<file path="src/spic_defs.vh">
// Constants for the serial peripheral control block
`ifndef SPIC_DEFS_VH
`define SPIC_DEFS_VH
`define SPIC_BITS 8
`define SPIC_CNT_W 4
`define SPIC_BIT_CAPTURE 4'h7
`define SPIC_RATE_DIV0 8'h01
`define SPIC_RATE_DIV1 8'h03
`define SPIC_RATE_DIV2 8'h0f
`define SPIC_RATE_DIV3 8'h1f
`define SPIC_RST_MASTER 1'b1
`define SPIC_RST_CPHA 1'b1
`endif

</file>
<file path="src/spic_buf2.v">
// Two-entry valid/ready buffer for received bytes
`timescale 1ns/1ps
module spic_buf2 (
  // Clock and reset
  input wire sys_clk,
  input wire rst,
  // Fill side
  input wire inValid,
  output wire inReady,
  input wire [7:0] inData,
  // Drain side
  output wire outValid,
  input wire outReady,
  output reg [7:0] outData
);
  reg [7:0] slot1;
  reg [1:0] count;
  assign inReady = (count != 2'h2);
  assign outValid = (count != 2'h0);
  wire push = inValid && inReady;
  wire pop = outValid && outReady;
  always @(posedge sys_clk) begin
    if (rst) begin
      count <= 2'h0;
      outData <= 8'h00;
      slot1 <= 8'h00;
    end else begin
      case ({push, pop})
        2'b10: begin
          if (count == 2'h0) outData <= inData;
          else slot1 <= inData;
          count <= count + 2'h1;
        end
        2'b01: begin
          outData <= slot1;
          count <= count - 2'h1;
        end
        2'b11: begin
          if (count == 2'h1) outData <= inData;
          else begin
            outData <= slot1;
            slot1 <= inData;
          end
        end
        default: count <= count;
      endcase
    end
  end
endmodule // spic_buf2

</file>
<file path="src/spic_core.v">
// Serial peripheral core: flags, requests, partial reset and pin ownership
`timescale 1ns/1ps
`include "spic_defs.vh"
module spic_core (
  // Clock and reset
  input wire sys_clk,
  input wire rst,

  // Control bits
  input wire moduleEnableIn,
  input wire moduleEnableWr,
  input wire masterSelectBit,
  input wire clockPolarity,
  input wire clockPhase,
  input wire wiredOrSelect,
  input wire txIrqEnable,
  input wire rxIrqEnable,
  input wire errorIrqEnable,
  input wire faultDetectEnable,
  input wire rateSelectHi,
  input wire rateSelectLo,

  // Processor access strobes
  input wire statusRead,
  input wire dataRead,
  input wire controlWrite,
  input wire dataWrite,
  input wire [7:0] dataWriteValue,
  output wire [7:0] rxData,

  // System states
  input wire breakActive,
  input wire breakClearEnable,
  input wire stopMode,

  // Flags and requests
  output wire moduleEnableBit,
  output wire dmaSelectBit,
  output reg txEmptyFlag,
  output reg rxFullFlag,
  output reg overrunFlag,
  output reg modeFaultFlag,
  output reg txIrq,
  output reg rxErrIrq,

  // Serial pins
  input wire misoIn,
  output reg misoOut,
  output reg misoOe,
  input wire mosiIn,
  output reg mosiOut,
  output reg mosiOe,
  input wire sckIn,
  output reg sckOut,
  output reg sckOe,
  input wire slaveSelectNIn,
  output wire portOwned,

  // Received byte stream toward a consumer
  output wire rxStreamValid,
  input wire rxStreamReady,
  output wire [7:0] rxStreamData
);

  // ----------------------------------------
  // Pin synchronisers
  // ----------------------------------------
  reg [2:0] sckSync, ssSync, misoSync, mosiSync;
  reg sckStable, ssStable;
  always @(posedge sys_clk) begin
    if (rst) begin
      sckSync <= 3'h0;
      ssSync <= 3'h7;
      misoSync <= 3'h0;
      mosiSync <= 3'h0;
      sckStable <= 1'b0;
      ssStable <= 1'b1;
    end else begin
      sckSync <= {sckSync[1:0], sckIn};
      ssSync <= {ssSync[1:0], slaveSelectNIn};
      misoSync <= {misoSync[1:0], misoIn};
      mosiSync <= {mosiSync[1:0], mosiIn};

      // A change counts once the last two stages agree
      if (sckSync[1] == sckSync[2]) sckStable <= sckSync[2];
      if (ssSync[1] == ssSync[2]) ssStable <= ssSync[2];
    end
  end

  // Data pins are read after the third stage, at a known point of the frame
  wire misoS = misoSync[2];
  wire mosiS = mosiSync[2];

  // ----------------------------------------
  // Control state
  // ----------------------------------------
  reg enable;
  reg stsSawRx, stsSawOvr, stsSawFault;
  reg [7:0] shifter, txHold, rxHold;
  reg txHoldFull, active, sckLevel, sckPrev;
  reg [3:0] edgeCnt;
  reg [7:0] divCnt;

  wire frozen = breakActive && !breakClearEnable;
  wire halted = stopMode;
  wire isMaster = enable && masterSelectBit;
  wire isSlave = enable && !masterSelectBit;

  assign moduleEnableBit = enable;
  assign dmaSelectBit = 1'b0;
  assign portOwned = enable;
  wire faultNow = faultDetectEnable && enable &&
                  ((masterSelectBit && !ssStable) || (!masterSelectBit && active && ssStable));

  // Rate divider for master clocking
  function [7:0] rateDiv;
    input [1:0] sel;
    begin
      case (sel)
        2'h0: rateDiv = `SPIC_RATE_DIV0;
        2'h1: rateDiv = `SPIC_RATE_DIV1;
        2'h2: rateDiv = `SPIC_RATE_DIV2;
        default: rateDiv = `SPIC_RATE_DIV3;
      endcase
    end
  endfunction
  wire rateTick = (divCnt == rateDiv({rateSelectHi, rateSelectLo}));

  // Serial clock edges: leading and trailing relative to idle polarity
  wire slvEdge = sckStable != sckPrev;
  wire mstEdge = isMaster && active && rateTick;
  wire edgeNow = isMaster ? mstEdge : (isSlave && !ssStable && slvEdge);
  wire leading = edgeNow && (edgeCnt[0] == 1'b0);
  wire sampleEdge = edgeNow && (leading ^ clockPhase);
  wire shiftEdge = edgeNow && !(leading ^ clockPhase);
  wire lastEdge = edgeNow && (edgeCnt == 4'hf);

  // Sampling and shifting sit on opposite edges, so the outgoing bit
  // never changes on the edge at which the partner samples it
  wire rxIn = masterSelectBit ? misoS : mosiS;
  reg rxBit;
  wire [7:0] nextShifter = {shifter[6:0], clockPhase ? rxIn : rxBit};
  wire [7:0] shiftedIn = {shifter[6:0], rxBit};

  // With phase 1 the first leading edge only opens the frame: the top bit
  // already stands on the line since the load
  wire shiftNow = shiftEdge && !(clockPhase && edgeCnt == 4'h0);

  // Bit 1 is captured in the seventh serial clock cycle:
  // edge 12 with phase 0, edge 13 with phase 1
  wire [3:0] captureCnt = ((`SPIC_BIT_CAPTURE - 4'h1) << 1) | {3'h0, clockPhase};

  // Buffer toward the receive side; a full buffer holds off the start of the next transfer
  wire bufReady;
  wire moveToRx = lastEdge && !overrunFlag && !rxFullFlag;
  spic_buf2 rxBuffer (
    .sys_clk(sys_clk),
    .rst(rst),
    .inValid(moveToRx),
    .inReady(bufReady),
    .inData(nextShifter),
    .outValid(rxStreamValid),
    .outReady(rxStreamReady),
    .outData(rxStreamData)
  );

  assign rxData = rxHold;
  wire txAccept = dataWrite && !frozen;
  wire startOk = txHoldFull && !active && !overrunFlag && bufReady &&
                 (isMaster || (isSlave && !ssStable));

  // ----------------------------------------
  // Transfer engine
  // ----------------------------------------
  always @(posedge sys_clk) begin
    if (rst || !enable) begin
      shifter <= 8'h00;
      edgeCnt <= 4'h0;
      active <= 1'b0;
      sckLevel <= 1'b0;
      divCnt <= 8'h00;
      rxBit <= 1'b0;
      sckPrev <= sckStable;
      txHoldFull <= rst ? 1'b0 : txHoldFull && 1'b0;
      txHold <= rst ? 8'h00 : txHold;
      rxHold <= rst ? 8'h00 : rxHold;
    end else if (!halted) begin
      sckPrev <= sckStable;
      divCnt <= (rateTick || !active) ? 8'h00 : divCnt + 8'h01;

      if (txAccept) begin
        txHold <= dataWriteValue;
        txHoldFull <= 1'b1;
      end

      if (startOk && !txAccept) begin
        shifter <= txHold;
        txHoldFull <= 1'b0;
        active <= 1'b1;
        edgeCnt <= 4'h0;
      end else if (active) begin
        if (isSlave && ssStable) active <= 1'b0;
        if (edgeNow) begin
          edgeCnt <= edgeCnt + 4'h1;
          if (isMaster) sckLevel <= ~sckLevel;
        end
        if (sampleEdge) rxBit <= rxIn;
        if (shiftNow) shifter <= shiftedIn;
        if (lastEdge) begin
          active <= 1'b0;
          if (moveToRx) rxHold <= nextShifter;
        end
      end
    end
  end

  // ----------------------------------------
  // Enable bit and flags
  // ----------------------------------------
  always @(posedge sys_clk) begin
    if (rst) begin
      enable <= 1'b0;
      txEmptyFlag <= 1'b1;
      rxFullFlag <= 1'b0;
      overrunFlag <= 1'b0;
      modeFaultFlag <= 1'b0;
      stsSawRx <= 1'b0;
      stsSawOvr <= 1'b0;
      stsSawFault <= 1'b0;
    end else begin

      if (moduleEnableWr) enable <= moduleEnableIn;
      if (faultNow && masterSelectBit) enable <= 1'b0;

      // Status snapshot for two-step clears; frozen during protected break
      if (statusRead && !frozen) begin
        stsSawRx <= rxFullFlag;
        stsSawOvr <= overrunFlag;
        stsSawFault <= modeFaultFlag;
      end

      // Clears first, sets after, so a simultaneous event wins
      if (dataRead && stsSawRx && !frozen) begin
        rxFullFlag <= 1'b0;
        stsSawRx <= 1'b0;
      end

      if (dataRead && stsSawOvr && !frozen) begin
        overrunFlag <= 1'b0;
        stsSawOvr <= 1'b0;
      end

      if (controlWrite && stsSawFault && !faultNow && !frozen) begin
        modeFaultFlag <= 1'b0;
        stsSawFault <= 1'b0;
      end
      if (faultNow) stsSawFault <= 1'b0;

      if (txAccept) txEmptyFlag <= 1'b0;
      if (!enable || (startOk && !txAccept && !halted)) txEmptyFlag <= 1'b1;
      if (moveToRx && enable && !halted) rxFullFlag <= 1'b1;

      if (edgeNow && sampleEdge && edgeCnt == captureCnt && rxFullFlag && !halted)
        overrunFlag <= 1'b1;
      if (faultNow && !halted) modeFaultFlag <= 1'b1;
    end
  end

  // ----------------------------------------
  // Requests and pins
  // ----------------------------------------
  always @(posedge sys_clk) begin
    if (rst) begin
      txIrq <= 1'b0;
      rxErrIrq <= 1'b0;
      misoOut <= 1'b0;
      misoOe <= 1'b0;
      mosiOut <= 1'b0;
      mosiOe <= 1'b0;
      sckOut <= 1'b0;
      sckOe <= 1'b0;
    end else begin
      // Levels that also wake the processor from wait
      txIrq <= txEmptyFlag && txIrqEnable && enable && !dmaSelectBit;
      rxErrIrq <= (rxFullFlag && rxIrqEnable) ||
                  (errorIrqEnable && (overrunFlag || modeFaultFlag));

      misoOut <= shifter[7];
      misoOe <= isSlave && !ssStable;

      // Open-drain mosi only pulls low
      mosiOut <= wiredOrSelect ? 1'b0 : shifter[7];
      mosiOe <= isMaster && (!wiredOrSelect || !shifter[7]);

      // Launched with the edge decision itself: a copy of the level one cycle
      // later would cost the partner's data a cycle of set-up before sampling
      sckOut <= ((mstEdge && !halted) ? ~sckLevel : sckLevel) ^ clockPolarity;
      sckOe <= isMaster;
    end
  end
endmodule // spic_core

</file>
<file path="config.mk">
export PLATFORM = sky130hd
export DESIGN_NAME = spic_core
export DESIGN_NICKNAME = d
export VERILOG_FILES = /design/src/spic_buf2.v /design/src/spic_core.v
export VERILOG_INCLUDE_DIRS = /design/src
export SDC_FILE = /design/constraint.sdc
export NUM_CORES = 1
export LEC_CHECK = 0
export BUFFER_PORTS_ARGS = -buffer_cell sky130_fd_sc_hd__buf_2
export CAP_MARGIN = 15
export CELL_PAD_IN_SITES_DETAIL_PLACEMENT = 0
export CELL_PAD_IN_SITES_GLOBAL_PLACEMENT = 1
export CORE_AREA = 2 2 99 149
export DETAILED_ROUTE_END_ITERATION = 8
export DIE_AREA = 0 0 101 151
export PLACE_DENSITY_LB_ADDON = 0.1
export SETUP_SLACK_MARGIN = 0.15
export SYNTH_ARGS = -nofsm -noshare
export SYNTH_HDL_FRONTEND = slang
export SYNTH_SLANG_ARGS = --single-unit
</file>
<file path="constraint.sdc">
create_clock -name sys_clk -period 3.4 [get_ports sys_clk]
set_input_delay 0.68 -clock sys_clk [delete_from_list [all_inputs] [get_ports sys_clk]]
set_output_delay 0.68 -clock sys_clk [all_outputs]
set_load 0.005 [all_outputs]
</file>
-- Yosys cells after proc, flatten, opt, wreduce, memory -nomap -nowiden
Index checks and enable logic that the tools add are counted.
- $add $sub $neg: 4
- equality and inequality tests: 19
- muxes and demuxes: 43
- bitwise gates (word level): 6
- reduce and logical (&&, ||, !) cells: 108
- operators with widths (kind ; number):
    8-bit two-way mux ; 18
    1-bit logical AND ; 52
    2-bit nonzero test ; 14
    8-bit case mux with 3 select lines ; 1
    1-bit two-way mux ; 18
    8-bit case mux with 2 select lines ; 1
    1-bit zero test ; 15
    5-bit case mux with 3 select lines ; 1
    4-bit two-way mux ; 3
    3-bit AND reduction ; 4
    2-bit != test, second input constant ; 5
    2-bit OR reduction ; 5
    8-bit by 1-bit adder with 8-bit output, second input constant ; 1
    8-bit equality test ; 1
    1-bit logical OR ; 8
    2-bit by 1-bit equality test with 1-bit output, second input constant ; 3
    2-bit equality test, second input constant ; 3
    6-bit AND reduction ; 1
    5-bit AND reduction ; 1
    4-bit by 1-bit adder with 4-bit output, second input constant ; 1
    4-bit equality test ; 1
    4-bit equality test, second input constant ; 1
    2-bit zero test ; 2
    4-bit zero test ; 1
    12 further kinds ; 19
- bits in registers: 89
- bits of input ports: 34

-- Longest topological paths before layout
- depth after elaboration: 14
- mapped depth: 12
- mapped depth without buffers: 11

-- Cells and area by module
Synthesis repeated with hierarchy kept, for this count alone.
- cell total of the unflattened synthesis: 414
- area, all modules: 4156.5 µm²
- modules (own cells, without submodules) (module ; times used ; cells each ; area an instance (µm²) ; sequential area each (µm²)):
    spic_core ; 1 ; 299 ; 3084.2 ; 1591.5
    spic_buf2 ; 1 ; 115 ; 1072.3 ; 360.3

-- Worst setup path after synthesis
Ideal clock, no wire load.
- path type: in2reg
- start: input port rateSelectHi
- end: register rxBuffer.slot1[0]
- setup time: 0.128 ns
- arrival time: 3.064 ns
- data required time: 3.272 ns
- path slack: 0.209 ns
- cell stages on the path: 12
- buffers on the path: 1
- cell sequence: or3b_1 and4_1 clkbuf_1 nand3_1 nand2_1 and2_1 ha_1 nand2_1 o21ai_0 a21oi_1 mux2i_1 nor2_1
- cells in the longest elaborated chain, start to end: 12
- elaborated cells on any way between the ends: 18
- classes of those cells: eq/ne: 7; mux: 3; reduce/logical: 8
- RTL lines (item ; line ; text):
    from (decl) ; spic_core.v:20 ; input wire rateSelectHi,
    2-bit equality test (tied with other cells) ; spic_core.v:119 ; case (sel)
    5-bit case mux with 3 select lines (*) ; spic_core.v:119 ;
    8-bit equality test (*) ; spic_core.v:127 ; wire rateTick = (divCnt == rateDiv({rateSelectHi, rateSelectLo}));
    1-bit logical AND (*) ; spic_core.v:131 ; wire mstEdge = isMaster && active && rateTick;
    1-bit two-way mux (*) ; spic_core.v:132 ; wire edgeNow = isMaster ? mstEdge : (isSlave && !ssStable && slvEdge);
    1-bit logical AND (*) ; spic_core.v:136 ; wire lastEdge = edgeNow && (edgeCnt == 4'hf);
    1-bit logical AND (*) (2 in a row) ; spic_core.v:155 ; wire moveToRx = lastEdge && !overrunFlag && !rxFullFlag;
    1-bit logical AND (*) ; spic_buf2.v:20 ; wire push = inValid && inReady;
    2-bit equality test ; spic_buf2.v:28 ; case ({push, pop})
    2-bit != test (no source line) / 2-bit nonzero test (equally long branches) ; - ;
    3-bit AND reduction (no source line) ; - ;
    to (signal assigned) ; spic_buf2.v:31 ; else slot1 <= inData;
    to (signal assigned) ; spic_buf2.v:42 ; slot1 <= inData;
    to (decl) ; spic_buf2.v:16 ; reg [7:0] slot1;
Every way passes the cells marked *; elsewhere a longest branch is shown, timed or not.
A chain may end at the register's enable or synchronous reset.

-- Worst setup path in the final report
- start: register divCnt[1]
- end: register rxBuffer.outData[7]
- cells in the longest elaborated chain, start to end: 10
- elaborated cells on any way between the ends: 14
- classes of those cells: eq/ne: 5; mux: 2; reduce/logical: 7
- RTL lines (item ; line ; text):
    from (decl) ; spic_core.v:102 ; reg [7:0] divCnt;
    from (signal assigned) ; spic_core.v:189 ; divCnt <= (rateTick || !active) ? 8'h00 : divCnt + 8'h01;
    8-bit equality test (*) ; spic_core.v:127 ;
    1-bit logical AND (*) ; spic_core.v:131 ;
    1-bit two-way mux (*) ; spic_core.v:132 ;
    1-bit logical AND (*) ; spic_core.v:136 ;
    1-bit logical AND (*) (2 in a row) ; spic_core.v:155 ;
    1-bit logical AND (*) ; spic_buf2.v:20 ;
    2-bit equality test / 2-bit by 1-bit equality test with 1-bit output (equally long branches) ; spic_buf2.v:28 ;
    2-bit by 1-bit != test with 1-bit output (no source line) / 3-bit nonzero test (equally long branches) ; - ;
    2-bit AND reduction (no source line) ; - ;
    to (signal assigned) ; spic_buf2.v:30 ; if (count == 2'h0) outData <= inData;
    to (signal assigned) ; spic_buf2.v:35 ; outData <= slot1;
    to (signal assigned) ; spic_buf2.v:39 ; if (count == 2'h1) outData <= inData;
    to (decl) ; spic_buf2.v:14 ; output reg [7:0] outData
Marked as above.

==> impl_metrics.env <==
export IMPL_nFillCells=1468
export IMPL_io_buffers=64
export IMPL_cts_tree="done"
export IMPL_synth_xor_area_share_pct=2.14
export IMPL_ctsLongestPathBuffers=2
export IMPL_internal_power_mw=1.84
export IMPL_crit_required_ns=3.66
export IMPL_cpPeakStageDelay_ns=0.50
export IMPL_finalCritPeriodShare_pct=78.8
export IMPL_critPathTopFamily="simple AND/OR/NAND/NOR gates"
export IMPL_cp_end_kind="flop"
export IMPL_p_per_area_nw_per_um2=481
export IMPL_p_comb_share_pct=6.9
export IMPL_power_frac_seq_pct=47.0
export IMPL_max_vdd_ir_drop_mv=0.287
export IMPL_dpl_worst_slack_ns=0.371
export IMPL_synth_fa_ha_area_share_pct=3.36
export IMPL_setup_ws_ns=0.721
export IMPL_cts_setup_buffers=0
export IMPL_p_leak_nw=1.93
export IMPL_ant_nets=0
export IMPL_cts_hold_buf=0
export IMPL_drc_errors=0
export IMPL_synth_compound_area_share_pct=12.7
export IMPL_cp_max_fo=8
export IMPL_fin_nets=539
export IMPL_start_util_pct=29.4
export IMPL_routed_wl_um=10600
export IMPL_crit_top_cell="nand3_1"
export IMPL_yosysWarningCount=0
export IMPL_hpwl_um=7970
export IMPL_synth_area_mux_share_pct=5.90
export IMPL_ys_ff_latch=89
export IMPL_setup_viol=0
export IMPL_clk_latency_ns=0.34
export IMPL_final_layout_size_suffix_gt1_share_pct=22.0
export IMPL_fin_crit_ns=2.68
export IMPL_cp_start_kind="flop"
export IMPL_ys_async_sr_fraction_pct=0
export IMPL_fin_worst_skew_ns=0.0100
export IMPL_hold_viol_final=0
export IMPL_vias_per_cell=5.00
export IMPL_grtUsageTotal_pct=14.6
export IMPL_routedWlPerCell_um=15.9
export IMPL_r2r_setup_slack_ns=0.72
export IMPL_rows=53
export IMPL_gp_congestion=0.794
export IMPL_fin_tns_setup_ns=0
export IMPL_swShare_pct=22.4
export IMPL_gr_total_overflow=0
export IMPL_critical_path_class="flop to flop"
export IMPL_wl_met3_um=311
export IMPL_synth_area_leaders="dfxtp_1 (35%), edfxtp_1 (12%), mux2i_1 (3.4%)"
export IMPL_syn_area_sq_um=4090
export IMPL_synth_top_family_by_area="simple AND/OR/NAND/NOR gates"
export IMPL_clock_fmax_mhz=373
export IMPL_synth_edff_count=17
export IMPL_synthFlopType="dfxtp_1"
export IMPL_synth_simple_gate_area_share_pct=24.7
export IMPL_arrival_ns=2.94
export IMPL_grt_pass1_wl_um=17200
export IMPL_area_growth_pct=20.6
export IMPL_routed_wl_met2_um=5510
export IMPL_grt_max_degree=32
export IMPL_crit_chain="or4b_4, nand3_1, nand3_1, nand2_1, and2_1, ha_1, nor2b_1, o21a_1, a22o_1, a21oi_1, nor3_1"
export IMPL_die_h_um=151
export IMPL_met1_length_um=4600
export IMPL_grt_pass1_vias=3329
export IMPL_worst_slew_pin_slew_ns=0.741
export IMPL_clock_sinks=89
export IMPL_hold_path_class="flop to flop"
export IMPL_antenna_cells=0
export IMPL_synth_top_cell_area_share_pct=35.2
export IMPL_rsz0062_at_grt="no"
export IMPL_top_layer_used="met4"
export IMPL_post_cts_resized=0
export IMPL_ys_seq_area_share_pct=47.7
export IMPL_core_area_sq_um=13900
export IMPL_dieArea_sq_um=15300
export IMPL_synth_top_area_cell="dfxtp_1"
export IMPL_antenna_found_initial=0
export IMPL_vias=3322
export IMPL_fp_dieW_um=101
export IMPL_run_status="finished clean"
export IMPL_cap_violations=0
export IMPL_synthCells=429
export IMPL_h_tree_depth=3
export IMPL_syn_nets=474
export IMPL_cts_root_buffer="clkbuf_16"
export IMPL_dr_pass1_iters=5
export IMPL_maxSlewViolCount=0
export IMPL_post_synth_cell_area_avg_sq_um=9.54
export IMPL_clk_pin_slew_worst_paths_ns=0.06
export IMPL_path_buf_inv=0
export IMPL_power_frac_clock_pct=46.0
export IMPL_post_synth_num_cell_types=56
export IMPL_cts_buffers=9
export IMPL_critPathSlowestCell="or4b_4"
export IMPL_first_iter_violations=65
export IMPL_slew_headroom_pct=50.4
export IMPL_pin_count=66
export IMPL_power_switching_mw=0.532
==> kinds of logic after synthesis <==
logic type      after synthesis
simple gates                180
compound gates               81
other cells                   1
buf+inv                      34
xor+xnor                     10
fa+ha+maj                    11
mux                          23
flops                        89
==> cell usage in the layout (no fill, tap or decap), drive strengths merged, types with 4 or more instances in the layout <==
cell type,count
ha,11
a211oi,6
a31oi,6
nand2,30
nor3,21
o21ai,20
xor2,7
and2,19
buf,74
inv,16
edfxtp,17
nand3,20
a21oi,27
a22o,7
mux2,9
nand4,11
dfxtp,72
nor2,27
and3,6
mux2i,14
nor2b,19
clkbuf,11
nand2b,4
==> synthesized netlist by cell type (all sizes together), types with 7 or more instances <==
library cell / instances
ha: 11
and2: 19
nor2: 27
a21oi: 27
o21ai: 20
clkbuf: 14
edfxtp: 17
nor3: 21
nand4: 11
nand3: 20
dfxtp: 72
nand2: 30
xor2: 7
nor2b: 19
a22o: 7
mux2: 9
inv: 14
mux2i: 14
==> final timing paths <==
| check | start | to | cells past startpoint |
|---|---|---|---|
| max | divCnt[1] | rxBuffer.outData[7] | 11 |
| min | ssSync[0] | ssSync[1] | 1 |
| min reg2reg | ssSync[0] | ssSync[1] | 1 |
| max reg2reg | divCnt[1] | rxBuffer.outData[7] | 11 |
==> sequential cells by signal (all words and copies together) (netlist names), 2 cells and up <==
| signal | flops |
|---|---|
| rxBuffer.outData | 8 |
| divCnt | 8 |
| shifter | 8 |
| edgeCnt | 4 |
| ssSync | 3 |
| rxData | 8 |
| sckSync | 3 |
| txHold | 8 |
| misoSync | 3 |
| mosiSync | 3 |
| rxBuffer.slot1 | 8 |
| rxBuffer.count | 2 |
==> routing by layer <==
metal  track usage (%)  vias to the layer above
li1                  -                     1667
met1              17.3                     1593
met2              26.6                       54
met3              2.58                        8
met4              4.46                        0
met5                 0                        -
==> metrics by stage <==
step	utilization (%)	cell area (sq um)	total power [mW]	hold WS, ns	std cells
3_5_place_dp	33.1	4610	1.31	0.399	648
6_report	35.4	4940	2.37	0.416	664
3_3_place_gp	33.1	4610	1.31	0.397	648
2_1_floorplan	-	4090	1.24	0.389	429
4_1_cts	35.4	4940	2.41	0.419	664
5_1_grt	35.4	4940	2.48	0.463	664
==> layout make-up <==
| class | count | area (sq um) | area share [%] |
|---|---|---|---|
| Multi-Input combinational cell | 306 | 2000 | 40.6 |
| Sequential cell | 89 | 1950 | 39.5 |
| Timing Repair Buffer | 74 | 395 | 8.01 |
| Clock buffer | 11 | 243 | 4.92 |
| Tap cell | 165 | 206 | 4.18 |
| Clock inverter | 5 | 85.1 | 1.72 |
| Inverter | 14 | 52.6 | 1.06 |
==> worst register-to-register path: cells and delay by family (launching register included) <==
family	cells	cell delay, ns
fa+ha+maj	1	0.17
compound gates	3	0.49
simple gates	7	1.48
flops	1	0.46
==> power groups by stage <==
| stage | Sequential (mW) | Clock (mW) | Combinational [mW] |
|---|---|---|---|
| floorplan | 1.14 | 0 | 0.0989 |
| global placement | 1.14 | 0 | 0.167 |
| detailed placement | 1.14 | 0 | 0.169 |
| CTS | 1.12 | 1.12 | 0.169 |
| global route | 1.12 | 1.18 | 0.187 |
| finish | 1.12 | 1.09 | 0.165 |
(Power assumes the default switching activity.)
